File: config.mk
export PLATFORM = sky130hd
export DESIGN_NAME = tmr_core
export DESIGN_NICKNAME = d
export VERILOG_FILES = /design/src/tmr_pkg.sv /design/src/tmr_core.sv /design/src/tmr_trig.sv
export SDC_FILE = /design/constraint.sdc
export NUM_CORES = 1
export LEC_CHECK = 0
export ABC_AREA = 0
export BUFFER_PORTS_ARGS = -buffer_cell sky130_fd_sc_hd__buf_4
export CAP_MARGIN = 30
export CORE_MARGIN = 2
export CORE_UTILIZATION = 40
export DETAILED_ROUTE_END_ITERATION = 7
export PLACE_DENSITY_LB_ADDON = 0.05
export SLEW_MARGIN = 20
export SYNTH_ARGS = -nofsm -noshare
export SYNTH_HDL_FRONTEND = slang
export SYNTH_HIERARCHICAL = 1
export SYNTH_SLANG_ARGS = --single-unit
File: constraint.sdc
create_clock -name mclk_in -period 3.6 [get_ports mclk_in]
set_input_delay 1.08 -clock mclk_in [delete_from_list [all_inputs] [get_ports mclk_in]]
set_output_delay 1.08 -clock mclk_in [all_outputs]
set_load 0.05 [all_outputs]
File: src/tmr_pkg.sv
// Purpose: shared constants and carrier types of the 16-bit timer/event counter core
// Assumes: APB slave with 32-bit data, one aligned word per register
// Notes:   offsets are byte addresses
`default_nettype none
package tmr_pkg;
  localparam int unsigned ADDR_W = 8;
  localparam int unsigned DATA_W = 32;
  localparam int unsigned CNT_W  = 16;

  // register byte addresses
  localparam logic [ADDR_W-1:0] OFS_CTL0 = 8'h00;
  localparam logic [ADDR_W-1:0] OFS_CTL1 = 8'h04;
  localparam logic [ADDR_W-1:0] OFS_OUTC = 8'h08;
  localparam logic [ADDR_W-1:0] OFS_EDGA = 8'h0c;
  localparam logic [ADDR_W-1:0] OFS_EDGB = 8'h10;
  localparam logic [ADDR_W-1:0] OFS_NFCA = 8'h14;
  localparam logic [ADDR_W-1:0] OFS_NFCB = 8'h18;
  localparam logic [ADDR_W-1:0] OFS_CCR0 = 8'h1c;
  localparam logic [ADDR_W-1:0] OFS_CCR1 = 8'h20;
  localparam logic [ADDR_W-1:0] OFS_CNT  = 8'h24;
  localparam logic [ADDR_W-1:0] OFS_OPT  = 8'h28;

  // field positions
  localparam int unsigned CTL0_RUN_BIT = 7;
  localparam int unsigned CTL0_CKS_LSB = 0;
  localparam int unsigned CKS_W        = 3;
  localparam int unsigned CTL1_EVT_BIT = 5;
  localparam int unsigned OUTC_EN0_BIT = 0;
  localparam int unsigned OUTC_LV0_BIT = 1;
  localparam int unsigned OUTC_EN1_BIT = 2;
  localparam int unsigned OUTC_LV1_BIT = 3;
  localparam int unsigned EDG_W        = 2;
  localparam int unsigned EDGA_CH0_LSB = 0;
  localparam int unsigned EDGA_CH1_LSB = 2;
  localparam int unsigned EDGB_EVT_LSB = 0;
  localparam int unsigned NFC_EN_BIT   = 0;
  localparam int unsigned OPT_CAP0_BIT = 0;
  localparam int unsigned OPT_CAP1_BIT = 1;

  // writable masks and reset values
  localparam logic [7:0]  CTL0_MASK  = 8'h87;
  localparam logic [7:0]  CTL1_MASK  = 8'h20;
  localparam logic [7:0]  OUTC_MASK  = 8'h0f;
  localparam logic [7:0]  EDGA_MASK  = 8'h0f;
  localparam logic [7:0]  EDGB_MASK  = 8'h03;
  localparam logic [7:0]  NFC_MASK   = 8'h01;
  localparam logic [7:0]  OPT_MASK   = 8'h03;
  localparam logic [7:0]  REG8_RST   = 8'h00;
  localparam logic [15:0] CCR_RST    = 16'h0000;
  localparam logic [15:0] CNT_HELD   = 16'hffff;
  localparam logic [15:0] CNT_RD_OFF = 16'h0000;
  localparam logic [31:0] RD_ZERO    = 32'h0000_0000;

  typedef enum logic [1:0] {
    TMR_EDGE_NONE = 2'h0,
    TMR_EDGE_RISE = 2'h1,
    TMR_EDGE_FALL = 2'h2,
    TMR_EDGE_BOTH = 2'h3
  } tmr_edge_t;

  typedef struct packed {
    logic              psel;
    logic              penable;
    logic              pwrite;
    logic [ADDR_W-1:0] paddr;
    logic [DATA_W-1:0] pwdata;
    logic [3:0]        pstrb;
  } tmr_apb_req_t;

  typedef struct packed {
    logic rise;
    logic fall;
  } tmr_edges_t;
endpackage
`default_nettype wire

File: src/tmr_core.sv
// Purpose: 16-bit timer/event counter core with two compare/capture channels
// Assumes: APB slave, zero wait states, synchronous active-high reset
// Notes:   match requests are one-cycle pulses; no interrupt logic here
//
// Design decisions made here: the register offsets and the APB slave port.
`default_nettype none
module tmr_core #(
  parameter int unsigned PRE_W    = 7,
  parameter int unsigned FILT_LEN = 3
) (
  // clock and reset
  input  wire logic                         mclk_in,
  input  wire logic                         reset_in,
  // apb slave
  input  wire tmr_pkg::tmr_apb_req_t        apb_in,
  output logic [tmr_pkg::DATA_W-1:0]        prdata_out,
  output logic                              pready_out,
  output logic                              pslverr_out,
  // trigger pins
  input  wire logic                         trigger_in_zero_in,
  input  wire logic                         trigger_in_one_in,
  // timer outputs
  output logic                              timer_out_zero_out,
  output logic                              timer_out_one_out,
  // match requests
  output logic                              match_irq_zero_out,
  output logic                              match_irq_one_out
);
  localparam int unsigned CW = tmr_pkg::CNT_W;

  function automatic logic edge_hit(input logic [1:0] sel, input tmr_pkg::tmr_edges_t e);
    edge_hit = 1'b0;
    unique case (tmr_pkg::tmr_edge_t'(sel))
      tmr_pkg::TMR_EDGE_NONE: edge_hit = 1'b0;
      tmr_pkg::TMR_EDGE_RISE: edge_hit = e.rise;
      tmr_pkg::TMR_EDGE_FALL: edge_hit = e.fall;
      tmr_pkg::TMR_EDGE_BOTH: edge_hit = e.rise | e.fall;
    endcase
  endfunction

  function automatic logic [7:0] wr8(input logic [7:0] old, input logic [7:0] msk,
                                     input tmr_pkg::tmr_apb_req_t r);
    wr8 = r.pstrb[0] ? (r.pwdata[7:0] & msk) : old;
  endfunction

  function automatic logic [CW-1:0] wr16(input logic [CW-1:0] old,
                                         input tmr_pkg::tmr_apb_req_t r);
    wr16 = {r.pstrb[1] ? r.pwdata[15:8] : old[15:8],
            r.pstrb[0] ? r.pwdata[7:0]  : old[7:0]};
  endfunction

  // control registers
  logic [7:0] ctl0_r, ctl0_nxt;
  logic [7:0] ctl1_r, ctl1_nxt;
  logic [7:0] outc_r, outc_nxt;
  logic [7:0] edga_r, edga_nxt;
  logic [7:0] edgb_r, edgb_nxt;
  logic [7:0] nfca_r, nfca_nxt;
  logic [7:0] nfcb_r, nfcb_nxt;
  logic [7:0] opt_r,  opt_nxt;
  // channel, buffer and count state
  logic [CW-1:0]    ccr0_r, ccr0_nxt;
  logic [CW-1:0]    ccr1_r, ccr1_nxt;
  logic [CW-1:0]    buf0_r, buf0_nxt;
  logic [CW-1:0]    buf1_r, buf1_nxt;
  logic [CW-1:0]    cnt_r,  cnt_nxt;
  logic [PRE_W-1:0] pre_r,  pre_nxt;
  logic [1:0]       tog_r,  tog_nxt;
  logic [1:0]       out_r,  out_nxt;
  logic [1:0]       irq_r,  irq_nxt;
  // bus answer
  logic [31:0] prdata_r, prdata_nxt;
  logic        perr_r,   perr_nxt;

  logic                run;
  logic [tmr_pkg::CKS_W-1:0] cks;
  logic [PRE_W-1:0]    pmask;
  logic                tick_int, tick_ev, tick;
  logic                cap0, cap1, match0, match1;
  logic                wr, setup;
  logic [CW-1:0]       cnt_inc;
  tmr_pkg::tmr_edges_t e0, e1;

  assign run = ctl0_r[tmr_pkg::CTL0_RUN_BIT];
  assign cks = ctl0_r[tmr_pkg::CTL0_CKS_LSB +: tmr_pkg::CKS_W];

  // trigger zero filters only as capture input; its edges also feed event count
  tmr_trig #(.FILT_LEN(FILT_LEN)) u_trig0 (
    .mclk_in    (mclk_in),
    .reset_in   (reset_in),
    .pin_in     (trigger_in_zero_in),
    .filt_en_in (nfca_r[tmr_pkg::NFC_EN_BIT] & opt_r[tmr_pkg::OPT_CAP0_BIT]),
    .edges_out  (e0)
  );

  tmr_trig #(.FILT_LEN(FILT_LEN)) u_trig1 (
    .mclk_in    (mclk_in),
    .reset_in   (reset_in),
    .pin_in     (trigger_in_one_in),
    .filt_en_in (nfcb_r[tmr_pkg::NFC_EN_BIT] & opt_r[tmr_pkg::OPT_CAP1_BIT]),
    .edges_out  (e1)
  );

  // count clock selection
  // the prescaler restarts from zero on every start, so the first tick is predictable
  always_comb begin
    pmask    = PRE_W'((1 << cks) - 1);
    tick_int = run & ((pre_r & pmask) == pmask);
    tick_ev  = run & edge_hit(edgb_r[tmr_pkg::EDGB_EVT_LSB +: tmr_pkg::EDG_W], e0);
    tick     = ctl1_r[tmr_pkg::CTL1_EVT_BIT] ? tick_ev : tick_int;
    pre_nxt  = run ? pre_r + 1'b1 : '0;
    cnt_inc  = cnt_r + 1'b1;
  end

  // counter, compare, capture and outputs
  always_comb begin
    cap0 = run & opt_r[tmr_pkg::OPT_CAP0_BIT]
         & edge_hit(edga_r[tmr_pkg::EDGA_CH0_LSB +: tmr_pkg::EDG_W], e0);
    cap1 = run & opt_r[tmr_pkg::OPT_CAP1_BIT]
         & edge_hit(edga_r[tmr_pkg::EDGA_CH1_LSB +: tmr_pkg::EDG_W], e1);
    match0 = tick & ~opt_r[tmr_pkg::OPT_CAP0_BIT] & (cnt_inc == buf0_r);
    match1 = tick & ~opt_r[tmr_pkg::OPT_CAP1_BIT] & (cnt_inc == buf1_r);
    if (!run) begin
      cnt_nxt = tmr_pkg::CNT_HELD;
    end else if (tick) begin
      cnt_nxt = cnt_inc;
    end else begin
      cnt_nxt = cnt_r;
    end
    irq_nxt = {match1, match0};
    tog_nxt = run ? (tog_r ^ {match1, match0}) : 2'b00;
    out_nxt[0] = outc_r[tmr_pkg::OUTC_EN0_BIT]
               & (outc_r[tmr_pkg::OUTC_LV0_BIT] ^ tog_nxt[0]);
    out_nxt[1] = outc_r[tmr_pkg::OUTC_EN1_BIT]
               & (outc_r[tmr_pkg::OUTC_LV1_BIT] ^ tog_nxt[1]);
  end

  // register writes
  always_comb begin
    wr       = apb_in.psel & apb_in.penable & apb_in.pwrite;
    ctl0_nxt = ctl0_r;
    ctl1_nxt = ctl1_r;
    outc_nxt = outc_r;
    edga_nxt = edga_r;
    edgb_nxt = edgb_r;
    nfca_nxt = nfca_r;
    nfcb_nxt = nfcb_r;
    opt_nxt  = opt_r;
    ccr0_nxt = ccr0_r;
    ccr1_nxt = ccr1_r;
    buf0_nxt = buf0_r;
    buf1_nxt = buf1_r;
    if (wr) begin
      unique case (apb_in.paddr)
        tmr_pkg::OFS_CTL0: ctl0_nxt = wr8(ctl0_r, tmr_pkg::CTL0_MASK, apb_in);
        tmr_pkg::OFS_CTL1: ctl1_nxt = wr8(ctl1_r, tmr_pkg::CTL1_MASK, apb_in);
        tmr_pkg::OFS_OUTC: outc_nxt = wr8(outc_r, tmr_pkg::OUTC_MASK, apb_in);
        tmr_pkg::OFS_EDGA: edga_nxt = wr8(edga_r, tmr_pkg::EDGA_MASK, apb_in);
        tmr_pkg::OFS_EDGB: edgb_nxt = wr8(edgb_r, tmr_pkg::EDGB_MASK, apb_in);
        tmr_pkg::OFS_NFCA: nfca_nxt = wr8(nfca_r, tmr_pkg::NFC_MASK, apb_in);
        tmr_pkg::OFS_NFCB: nfcb_nxt = wr8(nfcb_r, tmr_pkg::NFC_MASK, apb_in);
        tmr_pkg::OFS_OPT:  opt_nxt  = wr8(opt_r, tmr_pkg::OPT_MASK, apb_in);
        tmr_pkg::OFS_CCR0: begin
          ccr0_nxt = wr16(ccr0_r, apb_in);
          if (!opt_r[tmr_pkg::OPT_CAP0_BIT]) begin
            buf0_nxt = wr16(ccr0_r, apb_in);
          end
        end
        tmr_pkg::OFS_CCR1: begin
          ccr1_nxt = wr16(ccr1_r, apb_in);
          if (!opt_r[tmr_pkg::OPT_CAP1_BIT]) begin
            buf1_nxt = wr16(ccr1_r, apb_in);
          end
        end
        default: ;
      endcase
    end
    // a capture edge wins over a software write in the same cycle
    if (cap0) begin
      ccr0_nxt = cnt_r;
    end
    if (cap1) begin
      ccr1_nxt = cnt_r;
    end
  end

  // read data and error are latched in the setup cycle, answered in access
  // a counter read while stopped answers zero, not the held all ones
  always_comb begin
    setup      = apb_in.psel & ~apb_in.penable;
    prdata_nxt = prdata_r;
    perr_nxt   = perr_r;
    if (setup) begin
      perr_nxt   = 1'b0;
      prdata_nxt = tmr_pkg::RD_ZERO;
      unique case (apb_in.paddr)
        tmr_pkg::OFS_CTL0: prdata_nxt[7:0] = ctl0_r;
        tmr_pkg::OFS_CTL1: prdata_nxt[7:0] = ctl1_r;
        tmr_pkg::OFS_OUTC: prdata_nxt[7:0] = outc_r;
        tmr_pkg::OFS_EDGA: prdata_nxt[7:0] = edga_r;
        tmr_pkg::OFS_EDGB: prdata_nxt[7:0] = edgb_r;
        tmr_pkg::OFS_NFCA: prdata_nxt[7:0] = nfca_r;
        tmr_pkg::OFS_NFCB: prdata_nxt[7:0] = nfcb_r;
        tmr_pkg::OFS_OPT:  prdata_nxt[7:0] = opt_r;
        tmr_pkg::OFS_CCR0: prdata_nxt[CW-1:0] = ccr0_r;
        tmr_pkg::OFS_CCR1: prdata_nxt[CW-1:0] = ccr1_r;
        tmr_pkg::OFS_CNT:  prdata_nxt[CW-1:0] = run ? cnt_r : tmr_pkg::CNT_RD_OFF;
        default:           perr_nxt = 1'b1;
      endcase
    end
  end

  // prescaler
  always_ff @(posedge mclk_in) begin
    if (reset_in) begin
      pre_r <= '0;
    end else begin
      pre_r <= pre_nxt;
    end
  end

  // counter, toggle, output and match state
  always_ff @(posedge mclk_in) begin
    if (reset_in) begin
      cnt_r <= tmr_pkg::CNT_HELD;
      tog_r <= 2'b00;
      out_r <= 2'b00;
      irq_r <= 2'b00;
    end else begin
      cnt_r <= cnt_nxt;
      tog_r <= tog_nxt;
      out_r <= out_nxt;
      irq_r <= irq_nxt;
    end
  end

  // software-visible registers and hidden compare buffers
  always_ff @(posedge mclk_in) begin
    if (reset_in) begin
      ctl0_r <= tmr_pkg::REG8_RST;
      ctl1_r <= tmr_pkg::REG8_RST;
      outc_r <= tmr_pkg::REG8_RST;
      edga_r <= tmr_pkg::REG8_RST;
      edgb_r <= tmr_pkg::REG8_RST;
      nfca_r <= tmr_pkg::REG8_RST;
      nfcb_r <= tmr_pkg::REG8_RST;
      opt_r  <= tmr_pkg::REG8_RST;
      ccr0_r <= tmr_pkg::CCR_RST;
      ccr1_r <= tmr_pkg::CCR_RST;
      buf0_r <= tmr_pkg::CCR_RST;
      buf1_r <= tmr_pkg::CCR_RST;
    end else begin
      ctl0_r <= ctl0_nxt;
      ctl1_r <= ctl1_nxt;
      outc_r <= outc_nxt;
      edga_r <= edga_nxt;
      edgb_r <= edgb_nxt;
      nfca_r <= nfca_nxt;
      nfcb_r <= nfcb_nxt;
      opt_r  <= opt_nxt;
      ccr0_r <= ccr0_nxt;
      ccr1_r <= ccr1_nxt;
      buf0_r <= buf0_nxt;
      buf1_r <= buf1_nxt;
    end
  end

  // bus answer
  always_ff @(posedge mclk_in) begin
    if (reset_in) begin
      prdata_r <= tmr_pkg::RD_ZERO;
      perr_r   <= 1'b0;
    end else begin
      prdata_r <= prdata_nxt;
      perr_r   <= perr_nxt;
    end
  end

  assign pready_out         = 1'b1;
  assign prdata_out         = prdata_r;
  assign pslverr_out        = perr_r & apb_in.psel & apb_in.penable;
  assign timer_out_zero_out = out_r[0];
  assign timer_out_one_out  = out_r[1];
  assign match_irq_zero_out = irq_r[0];
  assign match_irq_one_out  = irq_r[1];
endmodule
`default_nettype wire

File: src/tmr_trig.sv
// Purpose: trigger pin conditioner: synchroniser, optional noise filter, edge pulses
// Assumes: pin is asynchronous to mclk_in
// Notes:   filter demands FILT_LEN agreeing samples before the level moves
`default_nettype none
module tmr_trig #(
  parameter int unsigned FILT_LEN = 3
) (
  // clock and reset
  input  wire logic                mclk_in,
  input  wire logic                reset_in,
  // pin and control
  input  wire logic                pin_in,
  input  wire logic                filt_en_in,
  // detected edges
  output tmr_pkg::tmr_edges_t      edges_out
);
  localparam int unsigned FC_W = $clog2(FILT_LEN + 1);
  localparam logic [FC_W-1:0] FC_LAST = FC_W'(FILT_LEN - 1);

  logic            s1_r, s2_r, s3_r;
  logic            lvl_r, lvl_nxt;
  logic [FC_W-1:0] fc_r, fc_nxt;
  tmr_pkg::tmr_edges_t edg_nxt, edg_r;

  always_comb begin
    lvl_nxt = lvl_r;
    fc_nxt  = '0;
    if (s2_r == s3_r && s3_r != lvl_r) begin
      if (!filt_en_in || fc_r == FC_LAST) begin
        lvl_nxt = s3_r;
      end else begin
        fc_nxt = fc_r + 1'b1;
      end
    end
    edg_nxt.rise = lvl_nxt & ~lvl_r;
    edg_nxt.fall = ~lvl_nxt & lvl_r;
  end

  always_ff @(posedge mclk_in) begin
    if (reset_in) begin
      s1_r  <= 1'b0;
      s2_r  <= 1'b0;
      s3_r  <= 1'b0;
      lvl_r <= 1'b0;
      fc_r  <= '0;
      edg_r <= '0;
    end else begin
      s1_r  <= pin_in;
      s2_r  <= s1_r;
      s3_r  <= s2_r;
      lvl_r <= lvl_nxt;
      fc_r  <= fc_nxt;
      edg_r <= edg_nxt;
    end
  end

  assign edges_out = edg_r;
endmodule
`default_nettype wire

Yosys cells after proc, flatten, opt, wreduce, memory -nomap -nowiden
Index checks and enable logic that the tools add are counted.
W data, S select, Z words.
- register bits: 145
- bits of input ports: 51
- output and inout port bits: 38
- logic and storage cells: 159
- add/subtract/negate cells: 5
- equality and inequality tests: 28
- shift operators: 1
- muxes and demuxes: 23
- bitwise logic cells: 39
- reductions and logical operators: 30
- operator list (kind ; number):
    $mux W16 ; 7
    $pmux W8 S11 ; 1
    $eq A16 B16 Y1 ; 2
    $eq A8 B5 Y1 const B ; 4
    $mux W8 ; 4
    $reduce_and A3 Y1 ; 10
    $eq A8 B6 Y1 const B ; 3
    $pmux W8 S3 ; 1
    $and A1 B1 Y1 ; 23
    $add A16 B1 Y16 const B ; 1
    $eq A2 B2 Y1 const B ; 8
    $eq A8 B4 Y1 const B ; 2
    $pmux W1 S4 ; 3
    $reduce_or A11 Y1 ; 1
    $not A1 Y1 ; 10
    $eq A8 B3 Y1 const B ; 1
    $logic_not A8 Y1 ; 1
    $reduce_bool A2 Y1 ; 4
    $add A7 B1 Y7 const B ; 1
    $and A7 B7 Y7 ; 1
    $eq A7 B7 Y1 ; 1
    $shl A1 B3 Y7 const A ; 1
    $sub A7 B2 Y7 const B ; 1
    $eq A2 B1 Y1 const B ; 3
    15 further kinds ; 32

Longest topological paths before layout
Gate-level depths: netlist (run 1).
- depth in word-level cells: 12
- depth in mapped cells: 13
- gate-level depth less buffers: 11

Modules after synthesis
The synthesis (run 1) kept the hierarchy.
- by module, submodules not included (module ; times used ; cells each ; area an instance (sq um) ; sequential area each (sq um)):
    tmr_core ; 1 ; 888 ; 7372.1 ; 2582.5
    tmr_trig ; 2 ; 27 ; 281.5 ; 160.2

Worst setup path after synthesis (run 1)
Ideal clock, no wire load.
- path type: input-to-reg
- start: input port apb_in[40] (netlist bit)
- end: register buf1_r[6]
- setup time: 86 ps
- arrival time: 2923 ps
- required time: 3514 ps
- slack: 592 ps
- stages: 7
- path buffers: 2
- cells stage by stage: nor4b_1 > nor2b_1 > clkbuf_1 > nor3b_1 > clkbuf_1 > nor2_1 > a211oi_1
- longest elaborated chain between the ends: 2
- RTL lines (element ; RTL line ; source):
    from (decl) ; tmr_core.sv:15 ; input wire tmr_pkg::tmr_apb_req_t apb_in,
    $eq A8 B6 Y1 ; tmr_core.sv:154 ; unique case (apb_in.paddr)
    $reduce_and A3 Y1 (no source line) ; - ;
    to (signal assigned) ; tmr_core.sv:251 ; buf1_r <= tmr_pkg::CCR_RST;
    to (signal assigned) ; tmr_core.sv:264 ; buf1_r <= buf1_nxt;
    to (decl) ; tmr_core.sv:65 ; logic [CW-1:0] buf1_r, buf1_nxt;
Every way passes these cells.
A chain may end at the register's enable or synchronous reset.

Worst setup path after layout (run 1)
- start: register cnt_r[1]
- end: register tog_r[0]
- longest elaborated chain between the ends: 5
- RTL lines (element ; RTL line ; source):
    from (decl) ; tmr_core.sv:66 ; logic [CW-1:0] cnt_r, cnt_nxt;
    from (signal assigned) ; tmr_core.sv:225 ; cnt_r <= tmr_pkg::CNT_HELD;
    from (signal assigned) ; tmr_core.sv:230 ; cnt_r <= cnt_nxt;
    $add A16 B1 Y16 ; tmr_core.sv:112 ; cnt_inc = cnt_r + 1'b1;
    $eq A16 B16 Y1 ; tmr_core.sv:121 ; match0 = tick & ~opt_r[tmr_pkg::OPT_CAP0_BIT] & (cnt_inc == buf0_r);
    $and A1 B1 Y1 ; tmr_core.sv:121 ;
    $xor A2 B2 Y2 ; tmr_core.sv:131 ; tog_nxt = run ? (tog_r ^ {match1, match0}) : 2'b00;
    $mux W2 ; tmr_core.sv:131 ;
    to (signal assigned) ; tmr_core.sv:231 ; tog_r <= tog_nxt;
    to (decl) ; tmr_core.sv:68 ; logic [1:0] tog_r, tog_nxt;
Every way passes these cells.

==> results.sh, run 1 <==
export IMPL_status="finished, final reports clean"
export IMPL_synth_edff_count=0
export IMPL_cp_top_family="simple AND/OR/NAND/NOR gates"
export IMPL_ant_nets=0
export IMPL_finalClockSkew_ns=0.00767
export IMPL_cts_tree="built"
export IMPL_grt_max_degree=63
export IMPL_cts_resized=0
export IMPL_hold_end="u_trig1/fc_r[0]$_SDFF_PP0_"
export IMPL_avgRoutedWirePerCell_microns=18.4
export IMPL_die_w_microns=145
export IMPL_rr_endpoint="tog_r[0]$_SDFF_PP0_"
export IMPL_yosys_register_bits=145
export IMPL_io_buffers=53
export IMPL_gp_congestion=0.849
export IMPL_vias_per_cell=5.51
export IMPL_cts_setup_buffers=0
export IMPL_cts_buffer_depth=2
export IMPL_core_area_sq_mm=0.0195
export IMPL_hold_violations=0
export IMPL_finalCritPeriodShare=0.884
export IMPL_crit_slowest_cell="or4_4"
export IMPL_dieHeight_microns=145
export IMPL_irDropWorstVdd_mv=0.345
export IMPL_path_cells="ha_1 -> nand3_1 -> xnor2_1 -> xnor2_1 -> or4b_1 -> or4_4 -> or3_1 -> a21oi_1"
export IMPL_syn_avg_cell_area_sq_um=8.42
export IMPL_path_max_fanout=6
export IMPL_hold_buffers=0
export IMPL_cp_arrival_ns=3.54
export IMPL_stdcell_count=1258
export IMPL_drive_gt1_frac=0.144
export IMPL_dr_pass1_iters=5
export IMPL_dp_hpwl_mm=16.4
export IMPL_synthArstFlopShare=0
export IMPL_dieArea_sq_mm=0.0210
export IMPL_r2r_slack_ns=0.42
export IMPL_slew_viol_final=0
export IMPL_nets=1039
export IMPL_antenna_found_initial=0
export IMPL_cp_end_kind="flop"
export IMPL_dp_slack_ns=0.441
export IMPL_worst_slack_ns=0.416
export IMPL_grt_pass1_vias=6363
export IMPL_area_growth_pct=16.0
export IMPL_diodes=0
export IMPL_syn_inst=942
export IMPL_yosysSeqAreaShare=0.366
export IMPL_dp_cells=1229
export IMPL_cp_common_cell="xnor2_1"
export IMPL_ctsRootBufferMaster="clkbuf_16"
export IMPL_reg2regPathDepth=8
export IMPL_numCtsBuffers=17
export IMPL_ys_flop_type="dfxtp_1"
export IMPL_gr_total_overflow=0
export IMPL_routed_wl_mm=23.1
export IMPL_track_usage=0.228
export IMPL_syn_area_sq_mm=0.00794
export IMPL_cp_start_kind="flop"
export IMPL_clkTransAtPathRegs_ns=0.06
export IMPL_ios=89
export IMPL_fp_row_count=51
export IMPL_maxSlewHeadroom=0.487
export IMPL_finalCriticalPeriod_ns=3.18
export IMPL_min_path_type="flop to flop"
export IMPL_tightest_slew_ns=0.770
export IMPL_rsz0062_at_grt="false"
export IMPL_worstSetupPathType="flop to flop"
export IMPL_clock_latency_ns=0.42
export IMPL_vias=6933
export IMPL_clock_fmax_mhz=314
export IMPL_powerDensity_mw_per_mm2=385
export IMPL_synth_cell_types=71
export IMPL_htree_levels=4
export IMPL_yosysWarnings=6
export IMPL_numClockSinks=145
export IMPL_worstPathRequired_ns=3.95
export IMPL_power_leakage_nw=3.36
export IMPL_critPathBufInv=0
export IMPL_drtIter0Drc=649
export IMPL_drv_cap=0
export IMPL_drcViolationCount=0
export IMPL_grt_pass1_wl_mm=36.3
export IMPL_regToRegStartpoint="cnt_r[1]$_SDFFE_PP1N_"
export IMPL_setup_violations_final=0
export IMPL_cpPeakStageDelay_ns=0.54
export IMPL_hp_start="u_trig1/fc_r[0]$_SDFF_PP0_"
export IMPL_start_util=0.408
export IMPL_setup_tns_final_ns=0
export IMPL_hold_depth=1
==> registers in the layout, indices dropped and copies added, names as in the netlist, 4 cells and up <==
register and count:
buf1_r 16, ccr1_r 16, pre_r 7, edga_r 4, prdata_out 16, buf0_r 16
ctl0_r 4, cnt_r 16, ccr0_r 16, outc_r 4
==> where the power goes <==
part	leakage, nW	internal, mW	switching, mW
clock	0.277	1.04	0.698
combinational	1.91	0.0606	0.131
sequential	1.17	1.61	0.00333
total	3.36	2.71	0.832
==> cell usage after synthesis, drive strengths merged, types with 5 or more instances <==
library cell    n  area (sq um)
dfxtp         145          2900
nor2          111           417
mux2i          68           681
a211oi         65           488
nand2          63           236
clkbuf         55           206
a21oi          53           265
nand3          39           218
xnor2          31           272
buf            30           198
nand2b         25           156
o21ai          24           124
nor3           23           120
xor2           22           193
a22oi          17           128
nor2b          17           106
and3           16           100
a222oi         10           100
nand4          10          68.8
nor4            9          71.3
and2            8          50.1
inv             7          26.3
nand3b          7          52.6
or3             7          43.8
a31oi           5          31.3
ha              5          62.6
nor3b           5          37.5
o21a            5          37.5
==> final cells by class <==
class	instances	area [sq um]
Fill cell	1968	10300
Sequential cell	145	2900
Clock buffer	19	453
Multi-Input combinational cell	720	4670
Timing Repair Buffer	92	703
Clock inverter	10	113
Tap cell	265	332
Inverter	7	26.3
==> worst register-to-register path, stage by stage (launching register included) <==
cell	delay (ns)
dfxtp_1	0.51
ha_1	0.24
nand3_1	0.33
xnor2_1	0.40
xnor2_1	0.19
or4b_1	0.47
or4_4	0.54
or3_1	0.32
a21oi_1	0.13
==> cell families (layout without fill, tap and decap cells) <==
kind of cell | count (synthesis) | in the layout | share of synthesized area
xor gates and xnor gates | 55 | 55 | 0.0642
other | 2 | 17 | 0.000946
and+or+nand+nor | 359 | 359 | 0.233
buffers and inverters | 92 | 128 | 0.0542
AOI/OAI and AO/OA | 215 | 215 | 0.187
DFF | 145 | 145 | 0.366
muxes | 69 | 69 | 0.0872
adders and majority gates | 5 | 5 | 0.00788
==> cell usage in the layout (no fill, tap or decap), drive strengths merged, types with 7 or more instances in the layout <==
cell	count
mux2i	68
and2	8
nand4	10
nand2	63
xor2	22
xnor2	31
nand3b	7
inv	8
buf	92
dfxtp	145
a222oi	10
nor4	9
nand2b	25
conb	17
or3	7
nor2	111
a21oi	53
a22oi	17
clkbuf	19
nand3	39
nor3	23
nor2b	17
and3	16
o21ai	24
a211oi	65
==> metal layers <==
metal	vias up	track usage	share of wire
met4	0	0.0715	0.017
met3	25	0.0322	0.054
li1	3453	-	-
met1	3242	0.350	0.51
met5	-	0	0
met2	213	0.325	0.42
==> worst max path at each step <==
stage,start,endpoint,cells after the start
after floorplan,apb_in[40],buf1_r[6]$_SDFFE_PP0P_,7
after global placement,cnt_r[1]$_SDFFE_PP1N_,tog_r[0]$_SDFF_PP0_,8
after detailed placement,cnt_r[1]$_SDFFE_PP1N_,tog_r[0]$_SDFF_PP0_,8
after CTS,cnt_r[1]$_SDFFE_PP1N_,tog_r[0]$_SDFF_PP0_,8
after global routing,cnt_r[1]$_SDFFE_PP1N_,tog_r[0]$_SDFF_PP0_,9
final,cnt_r[1]$_SDFFE_PP1N_,tog_r[0]$_SDFF_PP0_,8
==> stage by stage <==
stage | util | hold slack [ns] | instance area (sq um) | total power, mW
floorplan | - | 0.391 | 7990 | 1.79
global placement | 0.444 | 0.402 | 8640 | 1.84
detailed placement | 0.444 | 0.404 | 8640 | 1.84
CTS | 0.473 | 0.412 | 9200 | 3.58
global route | 0.473 | 0.421 | 9200 | 3.66
finish | 0.473 | 0.406 | 9200 | 3.54
(Power assumes the default switching activity.)
==> inputs of run 2 (changes only) <==
- SYNTH_HIERARCHICAL: 1 -> unset
==> run 2 against run 1 <==
Largest power group unchanged. Wire length rose by 8.4%. First-iteration DRC count fell by 12%. Sequential share of layout area decreased by 0.98 points.
==> results.sh, run 2 <==
export IMPL_finalCriticalPeriod_ns=3.29
export IMPL_grt_pass1_wl_mm=39.8
export IMPL_synth_top_area_frac=0.353
export IMPL_yosysSeqAreaShare=0.353
export IMPL_vias=7288
export IMPL_cp_arrival_ns=3.65
export IMPL_powerDensity_mw_per_mm2=386
export IMPL_numCtsBuffers=17
export IMPL_dp_hpwl_mm=17.7
export IMPL_finalClockSkew_ns=0.0136
export IMPL_start_util=0.407
export IMPL_path_depth=7
export IMPL_tightest_slew_ns=0.663
export IMPL_cpPeakStageDelay_ns=0.65
export IMPL_fin_util=0.469
export IMPL_clkTransAtPathRegs_ns=0.07
export IMPL_fillers=2005
export IMPL_cp_end_kind="flop"
export IMPL_syn_avg_cell_area_sq_um=8.37
export IMPL_cts_buffer_depth=2
export IMPL_dieArea_sq_mm=0.0217
export IMPL_worstPathRequired_ns=3.96
export IMPL_hold_buffers=0
export IMPL_critPathBufInv=0
export IMPL_numClockSinks=145
export IMPL_dpl_cell_area_sq_mm=0.00888
export IMPL_ctsRootBufferMaster="clkbuf_16"
export IMPL_cp_top_family="compound AO/OA/AOI/OAI gates"
export IMPL_antenna_found_initial=0
export IMPL_clock_latency_ns=0.44
export IMPL_gr_total_overflow=0
export IMPL_slew_viol_final=0
export IMPL_ys_flop_type="dfxtp_1"
export IMPL_gp_congestion=0.918
export IMPL_fp_row_count=52
export IMPL_drtIter0Drc=571
export IMPL_diodes=0
export IMPL_setup_violations_final=0
export IMPL_cts_tree="built"
export IMPL_core_area_sq_mm=0.0202
export IMPL_syn_area_sq_mm=0.00823
export IMPL_irDropWorstVdd_mv=0.310
export IMPL_die_w_microns=147
export IMPL_synthArstFlopShare=0
export IMPL_cts_resized=0
export IMPL_crit_slowest_cell="a2111oi_0"
export IMPL_status="finished, final reports clean"
export IMPL_io_buffers=53
export IMPL_grt_pass1_vias=6962
export IMPL_maxSlewHeadroom=0.556
export IMPL_timing_hold_ws_ns=0.412
export IMPL_worstSetupPathType="flop to flop"
export IMPL_finalCritPeriodShare=0.914
export IMPL_hold_depth=1
export IMPL_postLayoutCellArea_sq_mm=0.00950
export IMPL_dieHeight_microns=147
export IMPL_rsz0062_at_grt="false"
export IMPL_synthTopCellsByCount="dfxtp_1 (145), nor2_1 (128), mux2i_1 (74), nand2_1 (73), a211oi_1 (66)"
export IMPL_syn_inst=984
export IMPL_clock_fmax_mhz=304
export IMPL_dr_pass1_iters=8
export IMPL_synth_area_leader_cell="dfxtp_1"
export IMPL_routed_wl_mm=25.0
export IMPL_synth_most_common_cell="dfxtp_1"
export IMPL_htree_levels=4
export IMPL_path_max_fanout=15
export IMPL_synth_cell_types=83
export IMPL_power_leakage_nw=3.53
export IMPL_mostFrequentLayoutCells="dfxtp_1 (145), nor2_1 (126), buf_4 (88)"
export IMPL_drive_gt1_frac=0.142
export IMPL_ios=89
export IMPL_ant_nets=0
export IMPL_yosysWarnings=0
export IMPL_reg2regPathDepth=7
export IMPL_cts_setup_buffers=0
export IMPL_drcViolationCount=0
export IMPL_mostFrequentLayoutCell="dfxtp_1"
export IMPL_grt_max_degree=120
export IMPL_vias_per_cell=5.60
export IMPL_drv_cap=0
export IMPL_nets=1075
export IMPL_hold_violations=0
export IMPL_area_growth_pct=15.4
export IMPL_min_path_type="flop to flop"
export IMPL_setup_tns_final_ns=0
export IMPL_yosys_register_bits=145
export IMPL_cp_start_kind="flop"
export IMPL_path_cells="nand4_4 -> a2111oi_0 -> o21ai_0 -> a2111o_1 -> or4_4 -> or3_1 -> a21oi_1"
export IMPL_synthTopCellsByArea="dfxtp_1 (35%), mux2i_1 (9.0%), a211oi_1 (6.0%)"
export IMPL_track_usage=0.235
export IMPL_synth_edff_count=0
export IMPL_avgRoutedWirePerCell_microns=19.2
run 2: kinds of logic (layout without fill, tap and decap cells):
group | count (synthesis) | count (layout) | synth area share
AOI/OAI and AO/OA | 206 | 206 | 0.183
xor gates and xnor gates | 59 | 59 | 0.0664
adders and majority gates | 5 | 5 | 0.00760
buffers and inverters | 104 | 137 | 0.0616
DFF | 145 | 145 | 0.353
muxes | 75 | 75 | 0.0914
other | 2 | 17 | 0.000912
and+or+nand+nor | 388 | 388 | 0.237
run 2: per-stage QoR:
| stage | setup WS, ns | instances | total power [mW] |
|---|---|---|---|
| 3_5_place_dp | 0.393 | 1270 | 1.84 |
| 5_1_grt | 0.209 | 1302 | 3.80 |
| 6_report | 0.311 | 1302 | 3.67 |
| 2_1_floorplan | 0.671 | 999 | 1.79 |
| 3_3_place_gp | 0.406 | 1270 | 1.84 |
| 4_1_cts | 0.344 | 1302 | 3.71 |
run 2: worst paths after layout:
path	end	slack (ns)	start
setup / recovery	tog_r[0]$_SDFF_PP0_	0.31	cnt_r[7]$_SDFFE_PP1N_
hold / removal	u_trig0.fc_r[0]$_SDFF_PP0_	0.41	u_trig0.fc_r[0]$_SDFF_PP0_
setup reg to reg	tog_r[0]$_SDFF_PP0_	0.31	cnt_r[7]$_SDFFE_PP1N_
hold reg to reg	u_trig0.fc_r[0]$_SDFF_PP0_	0.41	u_trig0.fc_r[0]$_SDFF_PP0_
run 2: report_power, final:
group | switching (mW) | internal, mW
clock network | 0.809 | 1.06
logic | 0.133 | 0.0630
registers | 0.00263 | 1.61
total | 0.944 | 2.73
run 2: layout make-up:
cell class,instances,area (sq um),share of cell area
well taps,270,338,0.0356
repair buffers,89,681,0.0717
flip-flops and latches,145,2900,0.306
inverters,16,60.1,0.00632
clock buffers,17,425,0.0448
multi-input cells,750,4900,0.516
clock inverters,15,191,0.0202
run 2: metal layers:
metal | wire (microns) | GRT usage | up-vias
met5 | 0 | 0 | -
met4 | 647 | 0.0851 | 0
met3 | 1490 | 0.0485 | 39
met2 | 10800 | 0.342 | 230
met1 | 12100 | 0.344 | 3403
li1 | - | - | 3616
run 2: worst register-to-register path, cell delays in order (launching register included):
cell       delay (ns)
dfxtp_1          0.64
nand4_4          0.33
a2111oi_0        0.65
o21ai_0          0.18
a2111o_1         0.37
or4_4            0.59
or3_1            0.32
a21oi_1          0.14
==> inputs of run 3 (changes only) <==
- CORE_ASPECT_RATIO: unset -> 1.4
- CTS_BUF_LIST: unset -> sky130_fd_sc_hd__clkbuf_8 sky130_fd_sc_hd__clkbuf_16
- PLACE_DENSITY: unset -> 0.57
- PLACE_DENSITY_LB_ADDON: 0.05 -> unset
==> run 3 against run 2 <==
Wire length decreased by 1.4%. Maximum frequency increased by 1.3%. Cell count down 0.77%. Count of clock-buffer cells in the layout is the same. Clock power decreased by 11%. Critical path depth did not move. Worst setup slack better by 0.043 ns.
==> results.sh, run 3 (synthesis results as in run 2) <==
export IMPL_status="finished, final reports clean"
export IMPL_cellInternalPower_mw=2.56
export IMPL_ant_nets=0
export IMPL_p_switching_uw=894
export IMPL_cp_end_kind="flop"
export IMPL_cpPeakStageDelay_ns=0.60
export IMPL_drive_gt1_frac=0.145
export IMPL_path_cells="ha_1 -> nand3_1 -> nor4_1 -> xnor2_1 -> o221ai_1 -> or3_1 -> nor4b_1"
export IMPL_finalCriticalPeriod_ns=3.25
export IMPL_vias=7398
export IMPL_slew_viol_final=0
export IMPL_worstSetupPathType="flop to flop"
export IMPL_sw_frac_of_total=0.259
export IMPL_ios=89
export IMPL_antenna_found_initial=0
export IMPL_power_leakage_nw=3.53
export IMPL_dp_hpwl_mm=17.6
export IMPL_cts_resized=0
export IMPL_cts_tree="built"
export IMPL_finalCritPeriodShare=0.901
export IMPL_grt_pass1_wl_mm=39.6
export IMPL_grt_max_degree=92
export IMPL_area_growth_pct=14.7
export IMPL_drcViolationCount=0
export IMPL_crit_slowest_cell="dfxtp_1"
export IMPL_min_path_type="flop to flop"
export IMPL_finalClockSkew_ns=0.00966
export IMPL_io_buffers=53
export IMPL_gr_total_overflow=0
export IMPL_cp_start_kind="flop"
export IMPL_mostFrequentLayoutCell="dfxtp_1"
export IMPL_hold_buffers=0
export IMPL_diodes=0
export IMPL_setup_violations_final=0
export IMPL_clkTransAtPathRegs_ns=0.06
export IMPL_worstPathRequired_ns=3.88
export IMPL_core_area_sq_mm=0.0203
export IMPL_numCtsBuffers=17
export IMPL_clock_latency_ns=0.43
export IMPL_fp_row_count=62
export IMPL_dieArea_sq_mm=0.0218
export IMPL_irDropWorstVdd_mv=0.243
export IMPL_track_usage=0.229
export IMPL_critPathBufInv=0
export IMPL_clock_fmax_mhz=308
export IMPL_power_frac_comb=0.057
export IMPL_mostFrequentLayoutCells="dfxtp_1 (145), nor2_1 (126), buf_4 (92)"
export IMPL_routed_wl_mm=24.7
export IMPL_tightest_slew_ns=0.846
export IMPL_htree_levels=4
export IMPL_cts_buffer_depth=2
export IMPL_cp_top_family="simple AND/OR/NAND/NOR gates"
export IMPL_vias_per_cell=5.73
export IMPL_drv_cap=0
export IMPL_setup_tns_final_ns=0
export IMPL_start_util=0.405
export IMPL_pwr_share_seq=0.466
export IMPL_dieHeight_microns=174
export IMPL_powerDensity_mw_per_mm2=366
export IMPL_die_w_microns=125
export IMPL_dr_pass1_iters=8
export IMPL_grt_pass1_vias=7206
export IMPL_gp_congestion=0.980
export IMPL_stdcell_count=1292
export IMPL_path_max_fanout=9
export IMPL_maxSlewHeadroom=0.436
export IMPL_nets=1079
export IMPL_pwr_share_clk=0.477
export IMPL_rsz0062_at_grt="false"
export IMPL_dp_cells=1259
export IMPL_numClockSinks=145
export IMPL_cp_arrival_ns=3.52
export IMPL_avgRoutedWirePerCell_microns=19.1
export IMPL_cts_setup_buffers=0
export IMPL_drtIter0Drc=643
export IMPL_hold_violations=0
export IMPL_ctsRootBufferMaster="clkbuf_16"
==> run 3: cell count changes in the layout (fill, tap and decap cells not counted), sizes merged <==
cell | before | now
clkinv | 3 | 9
buf | 89 | 93
inv | 24 | 20
bufinv | 2 | 0
==> run 3: layout make-up <==
type                    instances  area, sq um
well taps                     256          320
clock buffers                  17          425
multi-input cells             750         4900
clock inverters                15          115
inverters                      16         60.1
fillers                      2081        10900
flip-flops and latches        145         2900
repair buffers                 93          718
==> run 3: power by group through the flow <==
stage / clock network, mW / registers [mW] / logic [mW]
2_1_floorplan: 0 / 1.65 / 0.143
3_3_place_gp: 0 / 1.65 / 0.192
3_5_place_dp: 0 / 1.65 / 0.191
4_1_cts: 1.68 / 1.61 / 0.193
5_1_grt: 1.74 / 1.61 / 0.212
6_report: 1.65 / 1.61 / 0.198
==> run 3: worst reg2reg max path, stage by stage (launching register included) <==
cell,delay [ns]
dfxtp_1,0.60
ha_1,0.38
nand3_1,0.20
nor4_1,0.56
xnor2_1,0.18
o221ai_1,0.25
or3_1,0.50
nor4b_1,0.44
==> run 3: metrics by stage <==
stage	hold slack [ns]	worst slack [ns]	area, sq um	power (mW)	utilization
floorplan	0.391	0.671	8290	1.79	-
global placement	0.401	0.396	8870	1.84	0.437
detailed placement	0.400	0.403	8870	1.84	0.437
CTS	0.410	0.386	9410	3.48	0.463
global route	0.418	0.199	9440	3.57	0.465
finish	0.409	0.355	9440	3.45	0.465
==> run 3: routing by layer <==
| layer | vias to the layer above | track usage | wire length [microns] |
|---|---|---|---|
| met5 | - | 0 | 0 |
| met4 | 0 | 0.106 | 926 |
| met3 | 55 | 0.0327 | 1090 |
| met2 | 220 | 0.374 | 11900 |
| met1 | 3503 | 0.299 | 10800 |
| li1 | 3620 | - | - |
==> run 3: path summary, 6_finish.rpt <==
| path | depth (start not counted) | slack, ns | startpoint | end |
|---|---|---|---|---|
| worst max-delay path | 7 | 0.35 | cnt_r[1]$_SDFFE_PP1N_ | irq_r[1]$_SDFF_PP0_ |
| worst min register to register | 1 | 0.41 | u_trig0.fc_r[0]$_SDFF_PP0_ | u_trig0.fc_r[0]$_SDFF_PP0_ |
| worst max register to register | 7 | 0.35 | cnt_r[1]$_SDFFE_PP1N_ | irq_r[1]$_SDFF_PP0_ |
| worst min-delay path | 1 | 0.41 | u_trig0.fc_r[0]$_SDFF_PP0_ | u_trig0.fc_r[0]$_SDFF_PP0_ |
